==> src/cfgseq_map.svh <==
`ifndef CFGSEQ_MAP_SVH
`define CFGSEQ_MAP_SVH

// avalon register offsets (word aligned, on a 4-bit byte address)
`define CFGSEQ_OFS_CTRL      4'h0
`define CFGSEQ_OFS_STATUS    4'h4
`define CFGSEQ_OFS_DATA      4'h8
`define CFGSEQ_OFS_CONFIG    4'hC

// control fields
`define CFGSEQ_CTRL_START    0
`define CFGSEQ_CTRL_PASSIVE  1
`define CFGSEQ_CTRL_JTAG_UP  2

// config fields
`define CFGSEQ_CFG_LANES_LO  0
`define CFGSEQ_CFG_LANES_HI  1
`define CFGSEQ_CFG_CHAIN     2
`define CFGSEQ_CFG_QUARTER   3

// status fields
`define CFGSEQ_ST_BUSY       0
`define CFGSEQ_ST_DONE       1
`define CFGSEQ_ST_USER       2
`define CFGSEQ_ST_TIMEOUT    3
`define CFGSEQ_ST_FIFO_FULL  4
`define CFGSEQ_ST_BAD_DIV    5

// timing, in their own units, and clock rate
`define CFGSEQ_CLK_MHZ       50
`define CFGSEQ_T_RESET_NS    320
`define CFGSEQ_T_USER_US     12
`define CFGSEQ_T_DMIN_NS     1200
`define CFGSEQ_CHAIN_BITS    1344

// least times round up to whole cycles
`define CFGSEQ_RESET_CYC \
	((`CFGSEQ_T_RESET_NS * `CFGSEQ_CLK_MHZ + 999) / 1000)
`define CFGSEQ_USER_CYC      (`CFGSEQ_T_USER_US * `CFGSEQ_CLK_MHZ)
`define CFGSEQ_DMIN_CYC \
	((`CFGSEQ_T_DMIN_NS * `CFGSEQ_CLK_MHZ + 999) / 1000)

// passive clock half period in system cycles; 50 MHz / 4 = 12.5 MHz
`define CFGSEQ_HALF_CYC      2

`endif

==> src/cfgseq_pkg.sv <==
package cfgseq_pkg;

	typedef enum logic [2:0]
	{
		CFGSEQ_IDLE  = 3'b000,
		CFGSEQ_RESET = 3'b001,
		CFGSEQ_DMIN  = 3'b010,
		CFGSEQ_LOAD  = 3'b011,
		CFGSEQ_DONE  = 3'b100,
		CFGSEQ_WAIT  = 3'b101,
		CFGSEQ_USER  = 3'b110
	} cfgseq_state_t;

endpackage

==> src/cfgseq_fifo.sv <==
`timescale 1ns/1ps
module cfgseq_fifo
	import cfgseq_pkg::*;
#(
	parameter int WIDTH = 8,
	parameter int DEPTH = 32
)
(
	input  wire logic             clk_i,
	input  wire logic             reset_n_i,
	input  wire logic             in_valid_i,
	output logic                  in_ready_o,
	input  wire logic [WIDTH-1:0] in_data_i,
	output logic                  out_valid_o,
	input  wire logic             out_ready_i,
	output logic      [WIDTH-1:0] out_data_o
);
	localparam int AW = $clog2(DEPTH);

	logic [WIDTH-1:0] mem_reg [DEPTH];
	logic [AW-1:0]    wr_ptr_reg;
	logic [AW-1:0]    rd_ptr_reg;
	logic [AW:0]      count_reg;
	logic             push;
	logic             pop;

	assign in_ready_o  = (count_reg != (AW+1)'(DEPTH));
	assign out_valid_o = (count_reg != '0);
	assign push        = in_valid_i && in_ready_o;
	assign pop         = out_valid_o && out_ready_i;
	assign out_data_o  = mem_reg[rd_ptr_reg];

	always_ff @(posedge clk_i)
	begin
		if (push)
			mem_reg[wr_ptr_reg] <= in_data_i;
	end

	always_ff @(posedge clk_i or negedge reset_n_i)
	begin
		if (!reset_n_i)
		begin
			wr_ptr_reg <= '0;
			rd_ptr_reg <= '0;
			count_reg  <= '0;
		end
		else
		begin
			if (push)
				wr_ptr_reg <= wr_ptr_reg + 1'b1;
			if (pop)
				rd_ptr_reg <= rd_ptr_reg + 1'b1;
			if (push && !pop)
				count_reg <= count_reg + 1'b1;
			else if (pop && !push)
				count_reg <= count_reg - 1'b1;
		end
	end
endmodule

==> src/cfgseq_host.sv <==
`timescale 1ns/1ps
`include "cfgseq_map.svh"
module cfgseq_host
	import cfgseq_pkg::*;
#(
	parameter int DEPTH     = 32,
	parameter int USER_CYC  = `CFGSEQ_USER_CYC,
	parameter int SLACK_CYC = 64
)
(
	input  wire logic        clk_i,
	input  wire logic        reset_n_i,
	input  wire logic [3:0]  avs_address_i,
	input  wire logic        avs_read_i,
	input  wire logic        avs_write_i,
	input  wire logic [31:0] avs_writedata_i,
	output logic      [31:0] avs_readdata_o,
	output logic             avs_waitrequest_o,
	output logic             config_reset_n_o,
	input  wire logic        config_done_flag_i,
	output logic             config_serial_clock_o,
	output logic      [7:0]  config_data_o,
	output logic             quarter_rate_clock_setting_o,
	output logic             user_reset_n_o
);
	// ********************************
	// constants and state
	// ********************************
	localparam int RST_CYC  = `CFGSEQ_RESET_CYC;
	localparam int DMIN_CYC = `CFGSEQ_DMIN_CYC;
	localparam int HALF_CYC = `CFGSEQ_HALF_CYC;

	cfgseq_state_t state_reg;
	cfgseq_state_t state_next;
	logic [31:0]   timer_reg;
	logic [31:0]   limit_reg;
	logic [2:0]    done_sync_reg;
	logic          passive_reg;
	logic          jtag_up_reg;
	logic [1:0]    lanes_reg;
	logic          chain_reg;
	logic          quarter_reg;
	logic          timeout_reg;
	logic          bad_div_reg;
	logic [1:0]    half_reg;
	logic          sck_reg;
	logic [7:0]    shift_reg;
	logic [3:0]    bits_left_reg;
	logic          have_byte_reg;
	logic          ack_reg;
	logic          fifo_in_valid;
	logic          fifo_in_ready;
	logic          fifo_out_valid;
	logic          fifo_out_ready;
	logic [7:0]    fifo_out_data;
	logic          done_level;
	logic          done_rise;
	logic          start_cmd;
	logic          access;
	logic          timer_hit;

	// lane count decoding, used by shifting and by the chain limit
	function automatic logic [3:0] lane_count(input logic [1:0] code);
		case (code)
			2'b00:   lane_count = 4'h1;
			2'b01:   lane_count = 4'h2;
			2'b10:   lane_count = 4'h4;
			default: lane_count = 4'h8;
		endcase
	endfunction

	// ********************************
	// avalon slave, single wait cycle unless a data write finds the fifo full
	// ********************************
	assign access            = avs_read_i || avs_write_i;
	assign avs_waitrequest_o = access && !ack_reg;
	assign start_cmd = avs_write_i && ack_reg
		&& avs_address_i == `CFGSEQ_OFS_CTRL
		&& avs_writedata_i[`CFGSEQ_CTRL_START];
	assign fifo_in_valid = avs_write_i && ack_reg
		&& avs_address_i == `CFGSEQ_OFS_DATA;

	// data writes stall while the buffer is full, so back-pressure
	// reaches software rather than dropping bytes
	always_ff @(posedge clk_i or negedge reset_n_i)
	begin
		if (!reset_n_i)
			ack_reg <= 1'b0;
		else if (ack_reg)
			ack_reg <= 1'b0;
		else if (avs_read_i)
			ack_reg <= 1'b1;
		else if (avs_write_i)
			ack_reg <= (avs_address_i != `CFGSEQ_OFS_DATA) || fifo_in_ready;
	end

	always_ff @(posedge clk_i or negedge reset_n_i)
	begin
		if (!reset_n_i)
			avs_readdata_o <= 32'h0000_0000;
		else if (avs_read_i && !ack_reg)
		begin
			case (avs_address_i)
				`CFGSEQ_OFS_CTRL:
					avs_readdata_o <= {29'h0, jtag_up_reg, passive_reg, 1'b0};
				`CFGSEQ_OFS_STATUS:
					avs_readdata_o <= {26'h0, bad_div_reg, !fifo_in_ready,
						timeout_reg, state_reg == CFGSEQ_USER, done_level,
						state_reg != CFGSEQ_IDLE && state_reg != CFGSEQ_USER};
				`CFGSEQ_OFS_CONFIG:
					avs_readdata_o <= {28'h0, quarter_reg, chain_reg,
						lanes_reg};
				default:
					avs_readdata_o <= 32'h0000_0000;
			endcase
		end
	end

	always_ff @(posedge clk_i or negedge reset_n_i)
	begin
		if (!reset_n_i)
		begin
			passive_reg <= 1'b0;
			jtag_up_reg <= 1'b0;
			lanes_reg   <= 2'b00;
			chain_reg   <= 1'b0;
			quarter_reg <= 1'b1;
		end
		else if (avs_write_i && ack_reg)
		begin
			if (avs_address_i == `CFGSEQ_OFS_CTRL)
			begin
				passive_reg <= avs_writedata_i[`CFGSEQ_CTRL_PASSIVE];
				jtag_up_reg <= avs_writedata_i[`CFGSEQ_CTRL_JTAG_UP];
			end
			else if (avs_address_i == `CFGSEQ_OFS_CONFIG)
			begin
				lanes_reg <= avs_writedata_i[`CFGSEQ_CFG_LANES_HI:
					`CFGSEQ_CFG_LANES_LO];
				chain_reg   <= avs_writedata_i[`CFGSEQ_CFG_CHAIN];
				quarter_reg <= avs_writedata_i[`CFGSEQ_CFG_QUARTER];
			end
		end
	end

	// chains of two or four lanes need the quarter-rate setting
	always_ff @(posedge clk_i or negedge reset_n_i)
	begin
		if (!reset_n_i)
			bad_div_reg <= 1'b0;
		else
			bad_div_reg <= !quarter_reg
				&& (lanes_reg == 2'b01 || lanes_reg == 2'b10);
	end
	assign quarter_rate_clock_setting_o = quarter_reg;

	// ********************************
	// done flag synchroniser
	// ********************************
	always_ff @(posedge clk_i or negedge reset_n_i)
	begin
		if (!reset_n_i)
			done_sync_reg <= 3'b000;
		else
			done_sync_reg <= {done_sync_reg[1:0], config_done_flag_i};
	end
	assign done_level = done_sync_reg[1];
	assign done_rise  = done_sync_reg[1] && !done_sync_reg[2];

	// ********************************
	// sequencer
	// ********************************
	assign timer_hit = (timer_reg + 32'h1 >= limit_reg);

	always_comb
	begin
		state_next = state_reg;
		case (state_reg)
			CFGSEQ_IDLE:
				if (start_cmd)
					state_next = CFGSEQ_RESET;
			CFGSEQ_RESET:
				if (timer_hit)
					state_next = passive_reg ? CFGSEQ_DMIN : CFGSEQ_DONE;
			CFGSEQ_DMIN:
				if (timer_hit)
					state_next = CFGSEQ_LOAD;
			CFGSEQ_LOAD:
				if (done_level)
					state_next = CFGSEQ_WAIT;
			CFGSEQ_DONE:
				if (done_rise || (done_level && jtag_up_reg))
					state_next = CFGSEQ_WAIT;
			CFGSEQ_WAIT:
				if (timer_hit)
					state_next = CFGSEQ_USER;
			CFGSEQ_USER:
				if (start_cmd)
					state_next = CFGSEQ_RESET;
			default:
				state_next = CFGSEQ_IDLE;
		endcase
	end

	always_ff @(posedge clk_i or negedge reset_n_i)
	begin
		if (!reset_n_i)
			state_reg <= CFGSEQ_IDLE;
		else
			state_reg <= state_next;
	end

	always_ff @(posedge clk_i or negedge reset_n_i)
	begin
		if (!reset_n_i)
		begin
			timer_reg <= 32'h0000_0000;
			limit_reg <= 32'h0000_0001;
		end
		else if (state_next != state_reg)
		begin
			timer_reg <= 32'h0000_0000;
			case (state_next)
				CFGSEQ_RESET:
					limit_reg <= 32'(RST_CYC);
				CFGSEQ_DMIN:
					limit_reg <= 32'(DMIN_CYC);
				default:
					limit_reg <= 32'(USER_CYC);
			endcase
		end
		else
			timer_reg <= timer_reg + 32'h1;
	end

	// chain master bound: 1344/lanes clock periods past the minimum wait
	always_ff @(posedge clk_i or negedge reset_n_i)
	begin
		if (!reset_n_i)
			timeout_reg <= 1'b0;
		else if (state_reg == CFGSEQ_DONE && timer_reg > 32'(USER_CYC
			+ SLACK_CYC) + (chain_reg ? 32'(`CFGSEQ_CHAIN_BITS
			/ lane_count(lanes_reg)) * 32'(2 * HALF_CYC) : 32'h0))
			timeout_reg <= 1'b1;
		else if (start_cmd)
			timeout_reg <= 1'b0;
	end

	// ********************************
	// pins
	// ********************************
	always_ff @(posedge clk_i or negedge reset_n_i)
	begin
		if (!reset_n_i)
		begin
			config_reset_n_o <= 1'b1;
			user_reset_n_o   <= 1'b0;
		end
		else
		begin
			config_reset_n_o <= (state_next != CFGSEQ_RESET);
			user_reset_n_o   <= (state_next == CFGSEQ_USER);
		end
	end

	// ********************************
	// passive loader
	// ********************************
	// 50 percent duty at 12.5 MHz within a byte, low phase one cycle longer between bytes, meets the 25 MHz ceiling with room
	assign fifo_out_ready = (state_reg == CFGSEQ_LOAD) && !have_byte_reg;

	always_ff @(posedge clk_i or negedge reset_n_i)
	begin
		if (!reset_n_i)
		begin
			half_reg      <= 2'b00;
			sck_reg       <= 1'b0;
			shift_reg     <= 8'h00;
			bits_left_reg <= 4'h0;
			have_byte_reg <= 1'b0;
			config_data_o <= 8'h00;
		end
		else if (state_reg != CFGSEQ_LOAD)
		begin
			half_reg      <= 2'b00;
			sck_reg       <= 1'b0;
			have_byte_reg <= 1'b0;
		end
		else if (fifo_out_valid && fifo_out_ready)
		begin
			shift_reg     <= fifo_out_data;
			bits_left_reg <= 4'h8;
			have_byte_reg <= 1'b1;
			// lanes settle a whole low phase before the rising edge
			config_data_o <= fifo_out_data;
		end
		else if (have_byte_reg)
		begin
			if (half_reg == 2'(HALF_CYC - 1))
			begin
				half_reg <= 2'b00;
				sck_reg  <= !sck_reg;
				if (!sck_reg)
				begin
					shift_reg     <= shift_reg << lane_count(lanes_reg);
					bits_left_reg <= bits_left_reg - lane_count(lanes_reg);
				end
				else if (bits_left_reg == 4'h0)
					have_byte_reg <= 1'b0;
				else
					config_data_o <= shift_reg;
			end
			else
				half_reg <= half_reg + 2'b01;
		end
	end
	assign config_serial_clock_o = sck_reg;

	cfgseq_fifo #(
		.WIDTH(8),
		.DEPTH(DEPTH)
	) u_fifo (
		.clk_i      (clk_i),
		.reset_n_i  (reset_n_i),
		.in_valid_i (fifo_in_valid),
		.in_ready_o (fifo_in_ready),
		.in_data_i  (avs_writedata_i[7:0]),
		.out_valid_o(fifo_out_valid),
		.out_ready_i(fifo_out_ready),
		.out_data_o (fifo_out_data)
	);
endmodule

==> config.mk <==
export PLATFORM = sky130hd
export DESIGN_NAME = cfgseq_host
export DESIGN_NICKNAME = d
export VERILOG_FILES = /design/src/cfgseq_pkg.sv /design/src/cfgseq_fifo.sv /design/src/cfgseq_host.sv
export VERILOG_INCLUDE_DIRS = /design/src /design/src/src
export SDC_FILE = /design/constraint.sdc
export NUM_CORES = 1
export LEC_CHECK = 0
export BUFFER_PORTS_ARGS = -buffer_cell sky130_fd_sc_hd__clkbuf_2
export CELL_PAD_IN_SITES_DETAIL_PLACEMENT = 0
export CELL_PAD_IN_SITES_GLOBAL_PLACEMENT = 2
export CORE_MARGIN = 10
export CORE_UTILIZATION = 44
export DETAILED_ROUTE_END_ITERATION = 6
export PLACE_DENSITY_LB_ADDON = 0.1
export SETUP_SLACK_MARGIN = 0.1
export SYNTH_ARGS = -nofsm -noshare
export SYNTH_HDL_FRONTEND = slang
export SYNTH_SLANG_ARGS = --single-unit
==> constraint.sdc <==
create_clock -name clk_i -period 7.3 [get_ports clk_i]
set_input_delay 0.365 -clock clk_i [delete_from_list [all_inputs] [get_ports clk_i]]
set_output_delay 0.365 -clock clk_i [all_outputs]
set_load 0.02 [all_outputs]
-- After elaboration in Yosys (flattened, before gate mapping)
Memory sizes are Yosys's and may differ from the RTL's.
Index checks and enable logic that the tools add are counted.
- bits in registers: 153
- RAM bits: 256
- bits of input ports: 41
- output and inout bits: 45
- word-level logic and storage cells: 165
- memories kept: 1
- $add $sub $neg: 8
- div/mod/pow operators: 1
- order comparisons: 2
- equal/unequal tests: 24
- shift-type cells: 1
- multiplexer cells: 54
- bitwise gates (word level): 2
- reduce and logical (&&, ||, !) cells: 48
- memory list (name ; depth ; bits a word ; rd ports ; clocked after memory_dff ; write ports ; RTL line ; text):
    u_fifo.mem_reg ; 32 ; 8 ; 1 ; 0 ; 1 ; cfgseq_fifo.sv:20 ; logic [WIDTH-1:0] mem_reg [DEPTH];
- operators by type and width (kind ; number):
    $mux 8 ; 9
    $mux 32 ; 2
    $mux 4 ; 9
    $add 10x32->32 const A ; 1
    $add 32x1->32 const B ; 1
    $div 11x4->32 const A ; 1
    $ge 32x32->1 ; 1
    $gt 32x32->1 ; 1
    $mux 3 ; 7
    $pmux 10 s2 ; 1
    $pmux 3 s6 ; 1
    $pmux 6 s3 ; 1
    $mux 1 ; 17
    $logic_and 1x1->1 ; 16
    $reduce_bool 2->1 ; 7
    $eq 3x3->1 const B ; 4
    $mux 6 ; 2
    $pmux 4 s3 ; 1
    $add 5x1->5 const B ; 2
    $eq 3x2->1 const B ; 3
    $eq 4x4->1 const B ; 2
    $logic_not 1->1 ; 8
    $logic_not 4->1 ; 2
    $mux 2 ; 4
    other kinds (28) ; 37

-- Logic depth before layout (Yosys ltp)
- depth after elaboration: 12
- depth in mapped cells: 29
- mapped depth without buffers: 26

-- Modules after synthesis
Synthesis repeated with hierarchy kept, for this count alone.
- cells, all modules: 1431
- area total of the unflattened synthesis: 18200.0 um2
- modules (own cells, without submodules) (module ; times used ; cells an instance ; area each (um2) ; seq. area each (um2)):
    cfgseq_fifo ; 1 ; 559 ; 10948.0 ; 8087.8
    cfgseq_host ; 1 ; 872 ; 7252.0 ; 2105.8

-- Least setup slack after synthesis
OpenSTA, ideal clock, no wires.
- kind: reg-to-reg
- start: register lanes_reg[1]
- end: register timeout_reg
- setup time: 0.125 ns
- arrival: 6.035 ns
- required time: 7.175 ns
- path slack: 1.140 ns
- stages on the path, launching flop included: 29
- path buffers: 2
- period minus slack after synthesis: 6.160 ns
- cell sequence: dfrtp_1 inv_1 ha_1 buf_2 clkbuf_1 inv_1 ha_1 or3_4 o211ai_4 a21oi_2 mux2_4 or3_4 o211a_4 o21a_1 o41ai_2 o21ai_0 ha_1 o21ai_0 a21oi_1 a21oi_1 nor2_1 ha_1 nand4_1 or2_2 nor2_1 nand4_1 a32o_1 o21ai_0 o21ai_1
- cells in the longest elaborated chain, start to end: 8
- elaborated cells on any way between the ends: 11
- those cells by class: add/sub (1); div (1); order compare (1); eq/ne (2); mux (3); reduce/logical (3)
- RTL lines (item ; RTL line ; text):
    start, declared ; cfgseq_host.sv:40 ; logic [1:0] lanes_reg;
    start signal, assigned ; cfgseq_host.sv:138 ; lanes_reg <= avs_writedata_i[`CFGSEQ_CFG_LANES_HI:
    $eq 2x2->1 (tied with other cells) ; cfgseq_host.sv:64 ; case (code)
    $pmux 4 s3 * ; cfgseq_host.sv:64 ;
    $div 11x4->32 (no source line) * ; n/a ;
    $mux 32 * ; cfgseq_host.sv:242 ; + SLACK_CYC) + (chain_reg ? 32'(`CFGSEQ_CHAIN_BITS
    $add 10x32->32 * ; cfgseq_host.sv:241 ; else if (state_reg == CFGSEQ_DONE && timer_reg > 32'(USER_CYC
    $gt 32x32->1 * ; cfgseq_host.sv:241 ;
    $logic_and 1x1->1 * ; cfgseq_host.sv:241 ;
    $mux 1 or $reduce_bool 2->1 (tied branches) ; n/a ;
    end signal, assigned ; cfgseq_host.sv:240 ; timeout_reg <= 1'b0;
    end signal, assigned ; cfgseq_host.sv:244 ; timeout_reg <= 1'b1;
    end signal, assigned ; cfgseq_host.sv:246 ; timeout_reg <= 1'b0;
    end, declared ; cfgseq_host.sv:43 ; logic timeout_reg;
Mark *: on every way between the ends. The rest lies on a longest branch, timed or not.
A chain may end at the register's enable or synchronous reset.

-- Final worst setup path
- start: register lanes_reg[0]
- end: register timeout_reg
The elaborated chain is that of the path after synthesis.

==> run_results.csv <==
group,metric,value,unit
route,routed_wl,45660,um
timing,tns,0,ns
setup_path,crit_type,"reg2reg",
timing,finalCriticalPeriod,6.603,ns
global_routing,grt_pass1_vias,11790,
route,drcViolationCount,0,
synth,synth-seq-cells,356,
global_routing,grt_max_degree,63,
synth,synth_top_area_share,0.4204,
setup_path,r2r_cells,26,
timing,slew_violations,0,
die,coreArea,0.04092,mm^2
synth,synth-simple-area-share,0.1219,
worst_hold_path,hold_path_class,"in2reg",
setup_path,cp.arrival,7.03,ns
status,run_status,"complete, no violations",
clocking,cts_max_path_buffers,3,
global_routing,grt_usage,0.1822,
synth,synth_edf_count,256,
placement,hpwl,31580,um
synth,synthCells,1410,
clocking,clk_latency,0.57,ns
die,dieArea,0.05011,mm^2
global_routing,grt.busiest_layer,"met2",
synth,yosys-top-cells-count,"edfxtp_1, nor2_1, dfrtp_1",
synth,yosysTopAreaCell,"edfxtp_1",
timing,hold_viol,0,
clocking,cts_sinks,356,
cells_and_area,largest_register_ffs,256,
synth,synth_fa_ha_area_frac,0.03845,
clocking,cts_tree,"yes",
synth,synth_top_family_by_area,"simple AND/OR/NAND/NOR gates",
setup_path,start_kind,"register",
synth,synth_area_per_cell,12.97,um^2
timing,fin_crit_sh,0.9046,
synth,yosysMostFrequentCell,"edfxtp_1",
placement,gp_congestion,0.8659,
synth,yosys_warnings,0,
synth,synth.area.mux_share,0.1177,
global_routing,antenna_found_initial,0,
synth,synth_compound_area_frac,0.1015,
synth,dominantRegCellSynth,"edfxtp_1",
setup_path,crit_path_max_fanout,8,
cells_and_area,design_area,0.02027,mm^2
timing,slew_headroom,0.2171,
synth,yosysUniqueCellTypes,102,
route,ant_nets,0,
timing,finalSetupViolCount,0,
run,max-cap-violations,0,
cells_and_area,syn2layout_area_growth,10.84,%
synth,synth-async-reset-ratio,0.2809,
global_routing,grt_pass1_wl,71270,um
timing,rsz0062_at_grt,"no",
clocking,cts_resized,0,
cells_and_area,instances_no_fill,2003,
die,top_level_ports,86,
clocking,cts_root_buffer,"clkbuf_16",
die,dieWidth,223.9,um
worst_hold_path,hold_path_depth,3,
power,p_leak,7.347,nW
cells_and_area,nets,1536,
die,fp-row-count,74,
clocking,cts-htree-levels,2,
global_routing,grtUsageMet1,0.2417,
cells_and_area,num_antenna_cells,0,
timing,max_slew.worst_pin.slew,1.165,ns
route,dr_total_vias,11470,
synth,synth-xor-area-share,0.02826,
placement,io_buffers,35,
placement,place_area,0.01891,mm^2
synth,synthTopCellsByArea,"edfxtp_1, dfrtp_1, mux4_2",
route,drt-vias-per-instance,5.728,
clocking,path_clk_slew,0.06,ns
timing,fmax,151.4,MHz
synth,seq_area_frac_synth,0.5574,
route,drt_iter0_drc,897,
route,first_pass_iters,5,
cells_and_area,drive_above_1_share,0.1808,
setup_path,endpoint_kind,"register",
clocking,cts_made_buffers,39,
global_routing,use_met2,0.2995,
power,peakVddDrop,0.2144,mV
power,p_per_area,361.4,mW/mm^2
setup_path,crit_required,7.72,ns
global_routing,gr-total-overflow,0,
placement,place_inst,1929,
synth,syn_area,0.01829,mm^2
cells_and_area,fin_util,0.4953,
die,start_util,0.4468,
power,totalPowerFinal,0.007325,W
global_routing,use_met3,0.02787,
timing,skew,0.02490,ns
route,avgRoutedWirePerCell,22.79,um
die,die-height,223.9,um
through the flow:
stage          hold WS [ns]  setup slack [ns]
2_1_floorplan       0.06941             1.140
3_3_place_gp         0.3361            0.8176
3_5_place_dp         0.3364            0.6977
4_1_cts              0.1306            0.6582
5_1_grt              0.1727            0.2186
6_report             0.1569            0.6967
path summary, 6_finish.rpt:
path | slack (ns) | to | start
worst max-delay path | 0.70 | timeout_reg | lanes_reg[0]
worst min-delay path | 0.16 | ack_reg | avs_read_i
worst max register to register | 0.70 | timeout_reg | lanes_reg[0]
worst min register to register | 0.34 | done_sync_reg[1] | done_sync_reg[0]
max in group asynchronous | 5.63 | u_fifo.rd_ptr_reg[0] | reset_n_i
min in group asynchronous | 0.33 | timer_reg[26] | reset_n_i
cells by family after synthesis:
group,Yosys count
multiplexers,113
other,1
AND/OR/NAND/NOR,437
XOR/XNOR,59
AO/OA/AOI/OAI,258
buffers and inverters,131
flip-flops,356
adder cells (fa/ha/maj),55
placed cells by master, fill, tap and decap left out, types with 19 or more instances in the layout:
| master | instances |
|---|---|
| inv_1 | 31 |
| xnor2_1 | 40 |
| edfxtp_1 | 256 |
| a21oi_1 | 64 |
| dfrtp_1 | 95 |
| nor2b_1 | 26 |
| conb_1 | 26 |
| clkbuf_16 | 39 |
| mux2i_1 | 20 |
| buf_4 | 26 |
| clkbuf_2 | 34 |
| xor2_1 | 19 |
| o21ai_0 | 51 |
| nand2_1 | 92 |
| mux4_2 | 80 |
| nor3_1 | 21 |
| ha_1 | 53 |
| nand4_1 | 22 |
| nor2_1 | 132 |
| nand3_1 | 31 |
metal layers:
| metal | routed length, um | share of wire |
|---|---|---|
| met1 | 20260 | 0.44 |
| met2 | 22110 | 0.48 |
| met3 | 1963 | 0.043 |
| met4 | 1317 | 0.029 |
| met5 | 0 | 0 |
final cells by class:
type | count | area (um^2)
clock buffer | 50 | 1057
inverter | 33 | 123.9
timing repair buffer | 62 | 385.4
fill | 3639 | 20660
sequential | 356 | 10200
tap | 532 | 665.6
multi-input combinational | 948 | 7553
clock inverter | 22 | 284.0
power breakdown:
group          internal, W  leakage, nW  total [W]  switching (W)
clock              0.00122        0.651    0.00204       0.000828
sequential         0.00230         3.57    0.00254       0.000237
combinational      0.00113         3.13    0.00274        0.00161
timing repair:
| item | CTS | global route |
|---|---|---|
| hold buffers | 2 | 0 |
| buffers inserted | 0 | 0 |
| endpoints found under the hold margin | 38 | 0 |
| endpoints found under the setup margin | 0 | 0 |
worst max-delay path, cell delays in order, from the launching register on:
cell	delay, ns
dfrtp_1	0.46
inv_1	0.16
ha_1	0.24
inv_1	0.13
ha_1	0.39
a2bb2oi_2	0.34
o211ai_1	0.21
o21ai_1	0.46
xnor2_1	0.16
nor2b_1	0.22
or4b_1	0.52
o21a_1	0.19
o41ai_2	0.55
o21ai_0	0.20
ha_1	0.27
o21ai_0	0.22
a21oi_1	0.10
a21oi_1	0.15
nor2_1	0.07
ha_1	0.30
nand4_1	0.09
or2_2	0.30
nor2_1	0.16
nand4_1	0.11
a32o_1	0.30
o21ai_0	0.07
o21ai_1	0.09
(Power assumes the default switching activity.)
